[src/core/sad_pkg.sv]
package sad_pkg;

   // ****************************************
   // Region map
   // ****************************************
   localparam logic [31:0] FLASH_BASE = 32'h0000_0000;
   localparam logic [31:0] FLASH_LAST_512K = 32'h0007_FFFF;
   localparam logic [31:0] FLASH_LAST_256K = 32'h0003_FFFF;
   localparam logic [31:0] FLASH_LAST_128K = 32'h0001_FFFF;
   localparam logic [31:0] FLASH_LAST_64K = 32'h0000_FFFF;
   localparam logic [31:0] SRAM_BASE = 32'h1000_0000;
   localparam logic [31:0] SRAM_LAST_64K = 32'h1000_FFFF;
   localparam logic [31:0] SRAM_LAST_32K = 32'h1000_7FFF;
   localparam logic [31:0] SRAM_LAST_16K = 32'h1000_3FFF;
   localparam logic [31:0] BOOT_BASE = 32'h1FFF_0000;
   localparam logic [31:0] BOOT_LAST = 32'h1FFF_1FFF;
   localparam logic [31:0] PSRAM0_BASE = 32'h2000_0000;
   localparam logic [31:0] PSRAM0_LAST = 32'h2000_3FFF;
   localparam logic [31:0] PSRAM1_BASE = 32'h2000_4000;
   localparam logic [31:0] PSRAM1_LAST = 32'h2000_7FFF;
   localparam logic [31:0] HSP_BASE = 32'h2008_0000;
   localparam logic [31:0] HSP_LAST = 32'h200B_FFFF;
   localparam logic [31:0] LSB0_BASE = 32'h4000_0000;
   localparam logic [31:0] LSB0_LAST = 32'h4007_FFFF;
   localparam logic [31:0] LSB1_BASE = 32'h4008_0000;
   localparam logic [31:0] LSB1_LAST = 32'h400F_FFFF;
   localparam logic [31:0] SCS0_BASE = 32'h8000_0000;
   localparam logic [31:0] SCS0_LAST = 32'h83FF_FFFF;
   localparam logic [31:0] SCS1_BASE = 32'h9000_0000;
   localparam logic [31:0] SCS1_LAST = 32'h93FF_FFFF;
   localparam logic [31:0] SCS2_BASE = 32'h9800_0000;
   localparam logic [31:0] SCS2_LAST = 32'h9BFF_FFFF;
   localparam logic [31:0] SCS3_BASE = 32'h9C00_0000;
   localparam logic [31:0] SCS3_LAST = 32'h9FFF_FFFF;
   localparam logic [31:0] DCS0_BASE = 32'hA000_0000;
   localparam logic [31:0] DCS0_LAST = 32'hAFFF_FFFF;
   localparam logic [31:0] DCS1_BASE = 32'hB000_0000;
   localparam logic [31:0] DCS1_LAST = 32'hBFFF_FFFF;
   localparam logic [31:0] DCS2_BASE = 32'hC000_0000;
   localparam logic [31:0] DCS2_LAST = 32'hCFFF_FFFF;
   localparam logic [31:0] DCS3_BASE = 32'hD000_0000;
   localparam logic [31:0] DCS3_LAST = 32'hDFFF_FFFF;
   localparam logic [31:0] PPB_BASE = 32'hE000_0000;
   localparam logic [31:0] PPB_LAST = 32'hE00F_FFFF;

   // ****************************************
   // Vector remap and slot geometry
   // ****************************************
   localparam logic [31:0] VEC_LAST = 32'h0000_003F;
   localparam int SLOT_LSB = 14;
   localparam int HSP_SLOTS = 128;
   localparam int LSP_SLOTS = 64;
   localparam int LSB_SLOTS = 32;

   // ****************************************
   // Types
   // ****************************************
   typedef enum logic [1:0] {SAD_SZ_LARGE, SAD_SZ_HALF, SAD_SZ_QUARTER, SAD_SZ_EIGHTH} sad_size_e;
   typedef enum logic [1:0] {SAD_REMAP_NONE, SAD_REMAP_BOOT, SAD_REMAP_SRAM,
                             SAD_REMAP_PSRAM} sad_remap_e;

   typedef enum logic [4:0] {
      SAD_T_NONE, SAD_T_FLASH, SAD_T_SRAM, SAD_T_BOOT, SAD_T_PSRAM0, SAD_T_PSRAM1,
      SAD_T_HSP, SAD_T_LSB0, SAD_T_LSB1, SAD_T_SCS0, SAD_T_SCS1, SAD_T_SCS2,
      SAD_T_SCS3, SAD_T_DCS0, SAD_T_DCS1, SAD_T_DCS2, SAD_T_DCS3, SAD_T_PPB
   } sad_target_e;

   typedef struct packed {
      logic valid;
      logic write;
      logic [31:0] addr;
   } sad_req_s;

   typedef struct packed {
      sad_target_e target;
      logic [31:0] addr;
      logic [6:0] slot;
      logic error;
   } sad_route_s;

   function automatic logic in_range(input logic [31:0] a, input logic [31:0] lo,
                                     input logic [31:0] hi);
      return (a >= lo) && (a <= hi);
   endfunction

endpackage

[src/core/sad_region_decode.sv]
`timescale 1ns/1ps
module sad_region_decode
(
   input wire logic [31:0] addr,
   input wire sad_pkg::sad_size_e flash_size,
   input wire sad_pkg::sad_size_e sram_size,
   output sad_pkg::sad_target_e target
);

   logic [31:0] flash_last;
   logic [31:0] sram_last;

   always_comb
   begin
      case (flash_size)
         sad_pkg::SAD_SZ_LARGE: flash_last = sad_pkg::FLASH_LAST_512K;
         sad_pkg::SAD_SZ_HALF: flash_last = sad_pkg::FLASH_LAST_256K;
         sad_pkg::SAD_SZ_QUARTER: flash_last = sad_pkg::FLASH_LAST_128K;
         default: flash_last = sad_pkg::FLASH_LAST_64K;
      endcase
      case (sram_size)
         sad_pkg::SAD_SZ_LARGE: sram_last = sad_pkg::SRAM_LAST_64K;
         sad_pkg::SAD_SZ_HALF: sram_last = sad_pkg::SRAM_LAST_32K;
         default: sram_last = sad_pkg::SRAM_LAST_16K;
      endcase
   end

   // Ranges are disjoint, so order only matters for readability
   always_comb
   begin
      target = sad_pkg::SAD_T_NONE; // see RQ23
      if (sad_pkg::in_range(addr, sad_pkg::FLASH_BASE, flash_last))
         target = sad_pkg::SAD_T_FLASH; // see RQ1
      else if (sad_pkg::in_range(addr, sad_pkg::SRAM_BASE, sram_last))
         target = sad_pkg::SAD_T_SRAM; // see RQ2
      else if (sad_pkg::in_range(addr, sad_pkg::BOOT_BASE, sad_pkg::BOOT_LAST))
         target = sad_pkg::SAD_T_BOOT; // see RQ3
      else if (sad_pkg::in_range(addr, sad_pkg::PSRAM0_BASE, sad_pkg::PSRAM0_LAST))
         target = sad_pkg::SAD_T_PSRAM0; // see RQ4
      else if (sad_pkg::in_range(addr, sad_pkg::PSRAM1_BASE, sad_pkg::PSRAM1_LAST))
         target = sad_pkg::SAD_T_PSRAM1; // see RQ5
      else if (sad_pkg::in_range(addr, sad_pkg::HSP_BASE, sad_pkg::HSP_LAST))
         target = sad_pkg::SAD_T_HSP; // see RQ6
      else if (sad_pkg::in_range(addr, sad_pkg::LSB0_BASE, sad_pkg::LSB0_LAST))
         target = sad_pkg::SAD_T_LSB0; // see RQ8
      else if (sad_pkg::in_range(addr, sad_pkg::LSB1_BASE, sad_pkg::LSB1_LAST))
         target = sad_pkg::SAD_T_LSB1; // see RQ9
      else if (sad_pkg::in_range(addr, sad_pkg::SCS0_BASE, sad_pkg::SCS0_LAST))
         target = sad_pkg::SAD_T_SCS0; // see RQ12
      else if (sad_pkg::in_range(addr, sad_pkg::SCS1_BASE, sad_pkg::SCS1_LAST))
         target = sad_pkg::SAD_T_SCS1; // see RQ13
      else if (sad_pkg::in_range(addr, sad_pkg::SCS2_BASE, sad_pkg::SCS2_LAST))
         target = sad_pkg::SAD_T_SCS2; // see RQ14
      else if (sad_pkg::in_range(addr, sad_pkg::SCS3_BASE, sad_pkg::SCS3_LAST))
         target = sad_pkg::SAD_T_SCS3; // see RQ15
      else if (sad_pkg::in_range(addr, sad_pkg::DCS0_BASE, sad_pkg::DCS0_LAST))
         target = sad_pkg::SAD_T_DCS0; // see RQ16
      else if (sad_pkg::in_range(addr, sad_pkg::DCS1_BASE, sad_pkg::DCS1_LAST))
         target = sad_pkg::SAD_T_DCS1; // see RQ17
      else if (sad_pkg::in_range(addr, sad_pkg::DCS2_BASE, sad_pkg::DCS2_LAST))
         target = sad_pkg::SAD_T_DCS2; // see RQ18
      else if (sad_pkg::in_range(addr, sad_pkg::DCS3_BASE, sad_pkg::DCS3_LAST))
         target = sad_pkg::SAD_T_DCS3; // see RQ19
      else if (sad_pkg::in_range(addr, sad_pkg::PPB_BASE, sad_pkg::PPB_LAST))
         target = sad_pkg::SAD_T_PPB; // see RQ20
   end

endmodule

[src/core/sad_master_port.sv]
`timescale 1ns/1ps
module sad_master_port
(
   input wire logic core_clk,
   input wire logic rst_n,
   input wire sad_pkg::sad_req_s req,
   input wire sad_pkg::sad_size_e flash_size,
   input wire sad_pkg::sad_size_e sram_size,
   input wire sad_pkg::sad_remap_e remap,
   output sad_pkg::sad_route_s route,
   output logic route_valid
);

   logic [31:0] eff_addr;
   logic is_vec;
   sad_pkg::sad_target_e raw_target;
   sad_pkg::sad_target_e next_target;

   // ****************************************
   // Vector remap
   // ****************************************
   assign is_vec = sad_pkg::in_range(req.addr, sad_pkg::FLASH_BASE, sad_pkg::VEC_LAST);

   always_comb
   begin
      eff_addr = req.addr;
      if (is_vec)
      begin
         case (remap) // see RQ21
            sad_pkg::SAD_REMAP_BOOT: eff_addr = sad_pkg::BOOT_BASE | req.addr;
            sad_pkg::SAD_REMAP_SRAM: eff_addr = sad_pkg::SRAM_BASE | req.addr;
            sad_pkg::SAD_REMAP_PSRAM: eff_addr = sad_pkg::PSRAM0_BASE | req.addr;
            default: eff_addr = req.addr;
         endcase
      end
   end

   sad_region_decode u_dec
   (
      .addr(eff_addr),
      .flash_size(flash_size),
      .sram_size(sram_size),
      .target(raw_target)
   );

   assign next_target = raw_target;

   // ****************************************
   // Registered route, one per master
   // ****************************************
   always_ff @(posedge core_clk)
   begin
      if (!rst_n)
      begin
         route <= '{target: sad_pkg::SAD_T_NONE, addr: 32'h0000_0000, slot: 7'h00,
                    error: 1'b0};
         route_valid <= 1'b0;
      end
      else
      begin
         route_valid <= req.valid;
         route.target <= next_target;
         route.addr <= eff_addr;
         // Slot index is address bits above the low fourteen
         route.slot <= eff_addr[sad_pkg::SLOT_LSB +: 7]; // see RQ11
         route.error <= req.valid && (next_target == sad_pkg::SAD_T_NONE); // see RQ23
      end
   end

endmodule

[src/core/sad_decoder.sv]
`timescale 1ns/1ps
// How it works
// RQ1: Flash decodes from zero up to a limit set by fitted flash size.
// RQ2: Main SRAM from 0x1000_0000, up to 0x1000_FFFF with 64 kB.
// RQ3: Boot ROM occupies 0x1FFF_0000 through 0x1FFF_1FFF.
// RQ4: Peripheral SRAM bank zero spans 0x2000_0000 to 0x2000_3FFF.
// RQ5: Peripheral SRAM bank one spans 0x2000_4000 to 0x2000_7FFF.
// RQ6: High-speed peripherals decode in 0x2008_0000 to 0x200B_FFFF.
// RQ7: High-speed area is 2 MB worth of slot space, 128 slots.
// RQ8: Low-speed bus zero covers 0x4000_0000 to 0x4007_FFFF, 32 blocks.
// RQ9: Low-speed bus one covers 0x4008_0000 to 0x400F_FFFF, 32 blocks.
// RQ10: Low-speed area is 1 MB, 64 slots across both buses.
// RQ11: Every slot is 16 kB, chosen by address bits above fourteen.
// RQ12: Static chip select zero for 0x8000_0000 to 0x83FF_FFFF.
// RQ13: Static chip select one for 0x9000_0000 to 0x93FF_FFFF.
// RQ14: Static chip select two for 0x9800_0000 to 0x9BFF_FFFF.
// RQ15: Static chip select three for 0x9C00_0000 to 0x9FFF_FFFF.
// RQ16: Dynamic chip select zero for 0xA000_0000 to 0xAFFF_FFFF.
// RQ17: Dynamic chip select one for 0xB000_0000 to 0xBFFF_FFFF.
// RQ18: Dynamic chip select two for 0xC000_0000 to 0xCFFF_FFFF.
// RQ19: Dynamic chip select three for 0xD000_0000 to 0xDFFF_FFFF.
// RQ20: 0xE000_0000 to 0xE00F_FFFF goes to the private peripheral bus.
// RQ21: Vector area fetches can be remapped to another memory.
// RQ22: Both masters decode independently and concurrently, never serialised.
// RQ23: Unmapped addresses return a bus error to the requester.
module sad_decoder
(
   input wire logic core_clk,
   input wire logic rst_n,
   input wire sad_pkg::sad_req_s cpu_req,
   input wire sad_pkg::sad_req_s dma_req,
   input wire sad_pkg::sad_size_e flash_size,
   input wire sad_pkg::sad_size_e sram_size,
   input wire sad_pkg::sad_remap_e vec_remap,
   output sad_pkg::sad_route_s cpu_route,
   output logic cpu_route_valid,
   output logic cpu_err,
   output sad_pkg::sad_route_s dma_route,
   output logic dma_route_valid,
   output logic dma_err,
   output logic [3:0] cpu_static_cs,
   output logic [3:0] cpu_dynamic_cs,
   output logic [3:0] dma_static_cs,
   output logic [3:0] dma_dynamic_cs,
   output logic [5:0] cpu_lsp_slot,
   output logic [6:0] cpu_hsp_slot,
   output logic [5:0] dma_lsp_slot,
   output logic [6:0] dma_hsp_slot,
   output logic conflict
);

   // ****************************************
   // Per-master decode paths
   // ****************************************
   // Two independent decoders so neither master waits on the other
   sad_master_port u_cpu // see RQ22
   (
      .core_clk(core_clk),
      .rst_n(rst_n),
      .req(cpu_req),
      .flash_size(flash_size),
      .sram_size(sram_size),
      .remap(vec_remap),
      .route(cpu_route),
      .route_valid(cpu_route_valid)
   );

   sad_master_port u_dma
   (
      .core_clk(core_clk),
      .rst_n(rst_n),
      .req(dma_req),
      .flash_size(flash_size),
      .sram_size(sram_size),
      .remap(sad_pkg::SAD_REMAP_NONE),
      .route(dma_route),
      .route_valid(dma_route_valid)
   );

   // ****************************************
   // Chip selects and slot numbers
   // ****************************************
   function automatic logic [3:0] static_cs(input sad_pkg::sad_route_s r, input logic v);
      logic [3:0] cs;
      cs = 4'h0;
      if (v)
      begin
         cs[0] = (r.target == sad_pkg::SAD_T_SCS0); // see RQ12
         cs[1] = (r.target == sad_pkg::SAD_T_SCS1); // see RQ13
         cs[2] = (r.target == sad_pkg::SAD_T_SCS2); // see RQ14
         cs[3] = (r.target == sad_pkg::SAD_T_SCS3); // see RQ15
      end
      return cs;
   endfunction

   function automatic logic [3:0] dynamic_cs(input sad_pkg::sad_route_s r, input logic v);
      logic [3:0] cs;
      cs = 4'h0;
      if (v)
      begin
         cs[0] = (r.target == sad_pkg::SAD_T_DCS0); // see RQ16
         cs[1] = (r.target == sad_pkg::SAD_T_DCS1); // see RQ17
         cs[2] = (r.target == sad_pkg::SAD_T_DCS2); // see RQ18
         cs[3] = (r.target == sad_pkg::SAD_T_DCS3); // see RQ19
      end
      return cs;
   endfunction

   // Both low-speed buses share one 64-slot numbering
   function automatic logic [5:0] lsp_slot(input sad_pkg::sad_route_s r);
      return r.slot[5:0]; // see RQ10
   endfunction

   // High-speed slots: 128 of 16 kB, 2 MB of slot space
   function automatic logic [6:0] hsp_slot(input sad_pkg::sad_route_s r);
      return r.slot; // see RQ7
   endfunction

   assign cpu_static_cs = static_cs(cpu_route, cpu_route_valid);
   assign cpu_dynamic_cs = dynamic_cs(cpu_route, cpu_route_valid);
   assign dma_static_cs = static_cs(dma_route, dma_route_valid);
   assign dma_dynamic_cs = dynamic_cs(dma_route, dma_route_valid);
   assign cpu_lsp_slot = lsp_slot(cpu_route);
   assign cpu_hsp_slot = hsp_slot(cpu_route);
   assign dma_lsp_slot = lsp_slot(dma_route);
   assign dma_hsp_slot = hsp_slot(dma_route);

   assign cpu_err = cpu_route_valid && cpu_route.error; // see RQ23
   assign dma_err = dma_route_valid && dma_route.error;

   // Only same-slave traffic would need arbitration; flag it for the matrix
   assign conflict = cpu_route_valid && dma_route_valid && !cpu_route.error
                     && (cpu_route.target == dma_route.target);

endmodule

[config.mk]
export PLATFORM = sky130hd
export DESIGN_NAME = sad_decoder
export DESIGN_NICKNAME = d
export VERILOG_FILES = /design/src/core/sad_pkg.sv /design/src/core/sad_region_decode.sv /design/src/core/sad_master_port.sv /design/src/core/sad_decoder.sv
export SDC_FILE = /design/constraint.sdc
export NUM_CORES = 1
export LEC_CHECK = 0
export BUFFER_PORTS_ARGS = -buffer_cell sky130_fd_sc_hd__buf_2
export CAP_MARGIN = 20
export CORE_UTILIZATION = 40
export CTS_BUF_LIST = sky130_fd_sc_hd__clkbuf_16
export DETAILED_ROUTE_END_ITERATION = 6
export PLACE_DENSITY = 0.77
export SYNTH_ARGS = -nofsm -noshare
export SYNTH_HDL_FRONTEND = slang
export SYNTH_SLANG_ARGS = --single-unit
[constraint.sdc]
create_clock -name core_clk -period 2.5 [get_ports core_clk]
set_input_delay 0.375 -clock core_clk [delete_from_list [all_inputs] [get_ports core_clk]]
set_output_delay 0.375 -clock core_clk [all_outputs]
set_load 0.005 [all_outputs]
==> results of run 1 <==
path summary, 6_finish.rpt:
kind / depth (start not counted) / start / end
setup / recovery: 12 / cpu_req[24] / u_cpu.route[0]$_SDFF_PN0_
hold / removal: 2 / cpu_req[3] / u_cpu.route[11]$_SDFF_PN0_
area by class of cell:
| class | count | area [um2] | area share (%) |
|---|---|---|---|
| multi-input cells | 275 | 1820 | 36.0 |
| clock buffers | 9 | 225 | 4.45 |
| well taps | 111 | 139 | 2.75 |
| flip-flops and latches | 78 | 1560 | 30.9 |
| inverters | 4 | 15.0 | 0.297 |
| clock inverters | 7 | 73.8 | 1.46 |
| repair buffers | 233 | 1220 | 24.2 |
cell families (layout without fill, tap and decap cells):
group,after synthesis,in the layout
compound gates,57,57
xor+xnor,5,5
fa+ha+maj,8,8
buf+inv,62,253
flops,78,78
mux,1,1
simple gates,204,204
layer usage:
| metal | global-route usage, % | routed length [um] | vias to the layer above |
|---|---|---|---|
| met5 | 0 | 0 | - |
| met4 | 7.01 | 167 | 0 |
| met3 | 4.85 | 614 | 13 |
| met2 | 36.8 | 5050 | 156 |
| met1 | 25.9 | 4430 | 1673 |
| li1 | - | - | 1796 |
layout by cell type (no fill, tap or decap), drive strengths merged, types with 3 or more instances in the layout:
| master | n |
|---|---|
| clkbuf | 9 |
| a31oi | 3 |
| o21a | 15 |
| o31ai | 3 |
| dfxtp | 78 |
| nor4 | 14 |
| nand4 | 13 |
| xnor2 | 4 |
| nand2 | 15 |
| clkinvlp | 3 |
| a211oi | 3 |
| inv | 6 |
| and2 | 63 |
| buf | 233 |
| nor2b | 6 |
| nand2b | 11 |
| or2 | 4 |
| o21ai | 4 |
| ha | 8 |
| nor2 | 29 |
| a21oi | 9 |
| nor3 | 14 |
| and3 | 3 |
| nor3b | 5 |
| nand3b | 6 |
| a41oi | 6 |
| nand3 | 5 |
through the flow:
stage	std cells	util (%)
2_1_floorplan	415	-
4_1_cts	717	55.0
5_1_grt	717	55.0
3_5_place_dp	701	51.7
3_3_place_gp	701	51.7
6_report	717	55.0
power groups by stage:
| stage | Clock [mW] | Sequential, mW | Combinational, mW |
|---|---|---|---|
| floorplan | 0 | 1.37 | 0.210 |
| finish | 1.30 | 1.34 | 0.413 |
| global route | 1.38 | 1.35 | 0.458 |
| CTS | 1.33 | 1.34 | 0.416 |
| global placement | 0 | 1.37 | 0.409 |
| detailed placement | 0 | 1.37 | 0.415 |
registers in the layout, summed over array words and instances, names as in the netlist:
| name | flops |
|---|---|
| u_dma.route_valid | 1 |
| u_cpu.route | 38 |
| u_cpu.route_valid | 1 |
| u_dma.route | 38 |
==> impl_results.md, run 1 <==
* Area delta synth->final at 34.0%
* Final wirelength at 10.3 mm
* Sw power at 0.760 mW
* Status: finished, final reports clean
* Die ar. at 0.00983 mm2
* Global route total overflow at 0
* RSZ-0062 raised after global routing: no
* Max VDD drop at 339 uV
* Clock Sinks at 78
* Int Pwr at 2.29 mW
* Cts bufs inserted at 9
* CP max stage cell: nor4_1
* Drt via density at 5.07
* Resized Gates After CTS at 0
* Synth top area share at 41.4%
* Post-Syn Nets at 499
* Die X at 99.1 um
* Synth cell types at 57
* Hold Vio Cnt, Final at 0
* Worst hold margin at 0.262 ns
* Leakage Power at 2.46 nW
* Cell mode on critical path: nor4_1
* Starting DRT DRC Count at 100
* Most frequent cells after synthesis: 78 x dfxtp_1, 63 x and2_1, 40 x buf_4
* Hold Path Class: in2reg
* Synth area leader: dfxtp_1
* Synth top area cells: dfxtp_1 41%, and2_1 10%, buf_4 8.0%
* Cts hold-fix bufs at 0
* Max-cap violation count at 0
* Total power at 3.05 mW
* Startpoint types: input pin
* Final WS setup at 0.326 ns
* Slew Limit Fails at 0
* Synth Instances at 415
* Global Route Usage Sum at 21.2%
* Simple-Gate Fraction of Synth Area at 32.5%
* Mux share of post-synthesis cell area at 0.265%
* First-pass GRT wire length at 16.5 mm
* Drt drc at 0
* CP peak stage delay at 0.36 ns
* Setup TNS at 0 ns
* Core area at 0.00920 mm2
* Warnings, synthesis at 0
* Crit path max fanout at 4
* CTS tree: yes
* Most frequent cell after synthesis: dfxtp_1
* Clock Path Buffers at 2
* Gate power share at 13.5%
* F_max at 460 MHz
* Post-route clock period utilization at 86.9%
* Top FF cell, synth: dfxtp_1
* Filler cells at 863
* Compound-Gate Fraction of Synth Area at 11.6%
* Adder-cell area share of the yosys netlist at 2.65%
* WP buf/inv at 1
* Post-DP HPWL at 8.19 mm
* Mapped Area at 0.00377 mm2
* Post-synth EDFFs at 0
* Synth async-reset ratio at 0%
* # IOs at 213
* Largest family of logic cells by synthesized area: simple AND/OR/NAND/NOR gates
* Crit path time final at 2.17 ns
* Setup Crit Path Kind: in2reg
* Design area at 0.00506 mm2
* Synthesized flop and latch total at 78
* Port Buf Inserts at 210
* Worst-path clk slew at 0.06 ns
* H-Tree Depth at 3
* WP data required at 2.74 ns
* Vias in the first global route at 3,409
* Critical Path Sink Type: flip-flop
* Worst Path Arrival at 2.41 ns
* Pre-CTS setup slack at -0.0164 ns
* Xor and xnor area share after synthesis at 1.16%
* Ant diodes at 0
* Clock power frac at 42.5%
* Pwr dens at 603 mW/mm2
* RePlAce Congestion at 0.851
* Nets@finish at 685
* Initial antenna violation count at 0
* Drt pass-1 iters at 4
* Setup Fix Bufs, Post-CTS at 0
* Avg Cell Area, Syn at 9.10 um2
* Antenna Nets Post-Route at 0
* Switching Share at 24.9%
* CTS root buffer: clkbuf_16
* FP Rows at 35
* Slew HR at 65.3%
* Worst Tran Pin Value at 0.515 ns
* Largest net degree at the start of global routing at 41
* Sequential share of power at 43.9%
* Via Count at 3,638
* Share of layout cells above drive strength 1 at 42.7%
* DP Area at 0.00476 mm2
* Crit-path leading delay family: simple AND/OR/NAND/NOR gates
* Final setup vio count at 0
* Die height at 99.1 um
* WL/cell at 14.3 um
* Starting density of the core at 41.0%
* Post-synthesis sequential area ratio at 41.4%
* Crit path cell chain: buf_2 > nor4_1 > and4_4 > and3_1 > or2_2 > ha_1 > nand3_1 > o21ai_0 > a31oi_1 > nand3b_1 > o221ai_2 > nor4_1
No activity file was read; power rests on OpenSTA's default activity.
==> inputs of run 2 (changes only) <==
--- a/config.mk
+++ b/config.mk
@@ -14,3 +14,4 @@
 export SYNTH_ARGS = -nofsm -noshare
 export SYNTH_HDL_FRONTEND = slang
 export SYNTH_SLANG_ARGS = --single-unit
+export TNS_END_PERCENT = 50
==> constraint.sdc (replaced) <==
create_clock -name core_clk -period 2.5 [get_ports core_clk]
set_input_delay 0.5 -clock core_clk [delete_from_list [all_inputs] [get_ports core_clk]]
set_output_delay 0.5 -clock core_clk [all_outputs]
set_load 0.005 [all_outputs]
==> impl_results.md, run 2 (synthesized netlist as in run 1, its figures left out) <==
* Final setup vio count at 0
* Final wirelength at 10.7 mm
* H-Tree Depth at 3
* Starting DRT DRC Count at 78
* FP Rows at 35
* CP max stage cell: nor4_1
* Die X at 99.1 um
* Drt drc at 0
* Vias in the first global route at 3,504
* Final WS setup at 0.330 ns
* Worst-path clk slew at 0.06 ns
* Clock Path Buffers at 2
* Setup Crit Path Kind: in2reg
* Clock Sinks at 78
* Global route total overflow at 0
* Core area at 0.00920 mm2
* Via Count at 3,657
* Area delta synth->final at 35.1%
* Global Route Usage Sum at 21.8%
* Share of layout cells above drive strength 1 at 43.1%
* Max VDD drop at 434 uV
* Most frequent cells in the layout: 210 x buf_2, 78 x dfxtp_1, 63 x and2_1, 28 x nor2_1, 26 x buf_4
* Die height at 99.1 um
* Pre-CTS setup slack at -0.0145 ns
* Hold Path Class: in2reg
* RSZ-0062 raised after global routing: no
* Resized Gates After CTS at 0
* Worst Path Arrival at 2.44 ns
* Filler cells at 851
* Design area at 0.00510 mm2
* Antenna Nets Post-Route at 0
* Initial antenna violation count at 0
* Setup TNS at 0 ns
* RePlAce Congestion at 0.925
* CTS tree: yes
* WP data required at 2.76 ns
* Drt pass-1 iters at 4
* Post-layout util at 55.4%
* Crit path cell chain: buf_2 > nor4_1 > and4_4 > and3_1 > or2_2 > ha_1 > nand3_1 > o21ai_1 > a31oi_1 > nand3b_1 > o221ai_2 > and2_1
* Cts bufs inserted at 9
* Startpoint types: input pin
* Drt via density at 5.07
* Post-route clock period utilization at 86.8%
* Hold Vio Cnt, Final at 0
* WL/cell at 14.9 um
* Worst hold margin at 0.386 ns
* Status: finished, final reports clean
* Slew HR at 66.6%
* Pwr dens at 598 mW/mm2
* Worst Tran Pin Value at 0.496 ns
* Nets@finish at 689
* # IOs at 213
* Starting density of the core at 41.0%
* Post-DP HPWL at 8.58 mm
* Setup Fix Bufs, Post-CTS at 0
* Reg area at 0.00156 mm2
* Most common cell after layout, fill and taps aside: buf_2
* Max-cap violation count at 0
* Leakage Power at 2.49 nW
* Crit path max fanout at 2
* Largest net degree at the start of global routing at 32
* Crit path time final at 2.17 ns
* Cts hold-fix bufs at 0
* Ant diodes at 0
* F_max at 461 MHz
* DP Area at 0.00480 mm2
* Port Buf Inserts at 210
* CTS root buffer: clkbuf_16
* CP peak stage delay at 0.32 ns
* Slew Limit Fails at 0
* Multi-input logic area at 0.00182 mm2
* Critical Path Sink Type: flip-flop
* Top flop regs: u_cpu.route (38), u_dma.route (38)
* Die ar. at 0.00983 mm2
* First-pass GRT wire length at 16.9 mm
## run 2: cell count changes in the layout (fill, tap and decap cells not counted)
cell and change:
buf_4 +3, clkinvlp_4 -2, buf_12 +1, clkinv_2 +1, inv_6 +1, o21ai_0 -1
o21ai_1 +1
## run 2: metal layers
layer  global-route usage [%]  part of all wire (%)  vias up  routed length [um]
met5                        0                     0        -                   0
met4                     7.81                   1.4        0                 145
met3                     5.69                   5.6       12                 599
met2                     39.2                    51      143                5450
met1                     25.0                    42     1696                4520
li1                         -                     -     1806                   -
## run 2: area by class of cell
class                   count  share of cell area (%)
flip-flops and latches     78                    30.6
well taps                 111                    2.72
inverters                   4                   0.294
clock inverters             7                    1.42
multi-input cells         275                    35.7
clock buffers               9                    4.42
repair buffers            237                    24.8
## run 2: path summary, 6_finish.rpt
check / slack [ns] / end / depth (start not counted) / startpoint
worst max-delay path: 0.33 / u_cpu.route[40]$_SDFF_PN0_ / 12 / cpu_req[18]
worst min-delay path: 0.39 / u_cpu.route[10]$_SDFF_PN0_ / 2 / cpu_req[2]
## run 2: per-stage QoR
stage	std cells	total power, mW
finish	721	3.05
detailed placement	705	1.79
global route	721	3.18
floorplan	415	1.59
global placement	705	1.78
CTS	721	3.08
## run 2: report_power, final
part / leakage, nW / switching, mW / internal (mW) / total, mW
Clock: 0.148 / 0.513 / 0.776 / 1.29
Combinational: 1.70 / 0.210 / 0.212 / 0.422
Sequential: 0.648 / 0.0316 / 1.31 / 1.34
## run 2: worst max-delay path: cells and delay by family
| family | cells | cell delay (ns) |
|---|---|---|
| compound gates | 3 | 0.32 |
| buf+inv | 1 | 0.11 |
| fa+ha+maj | 1 | 0.24 |
| simple gates | 7 | 1.26 |
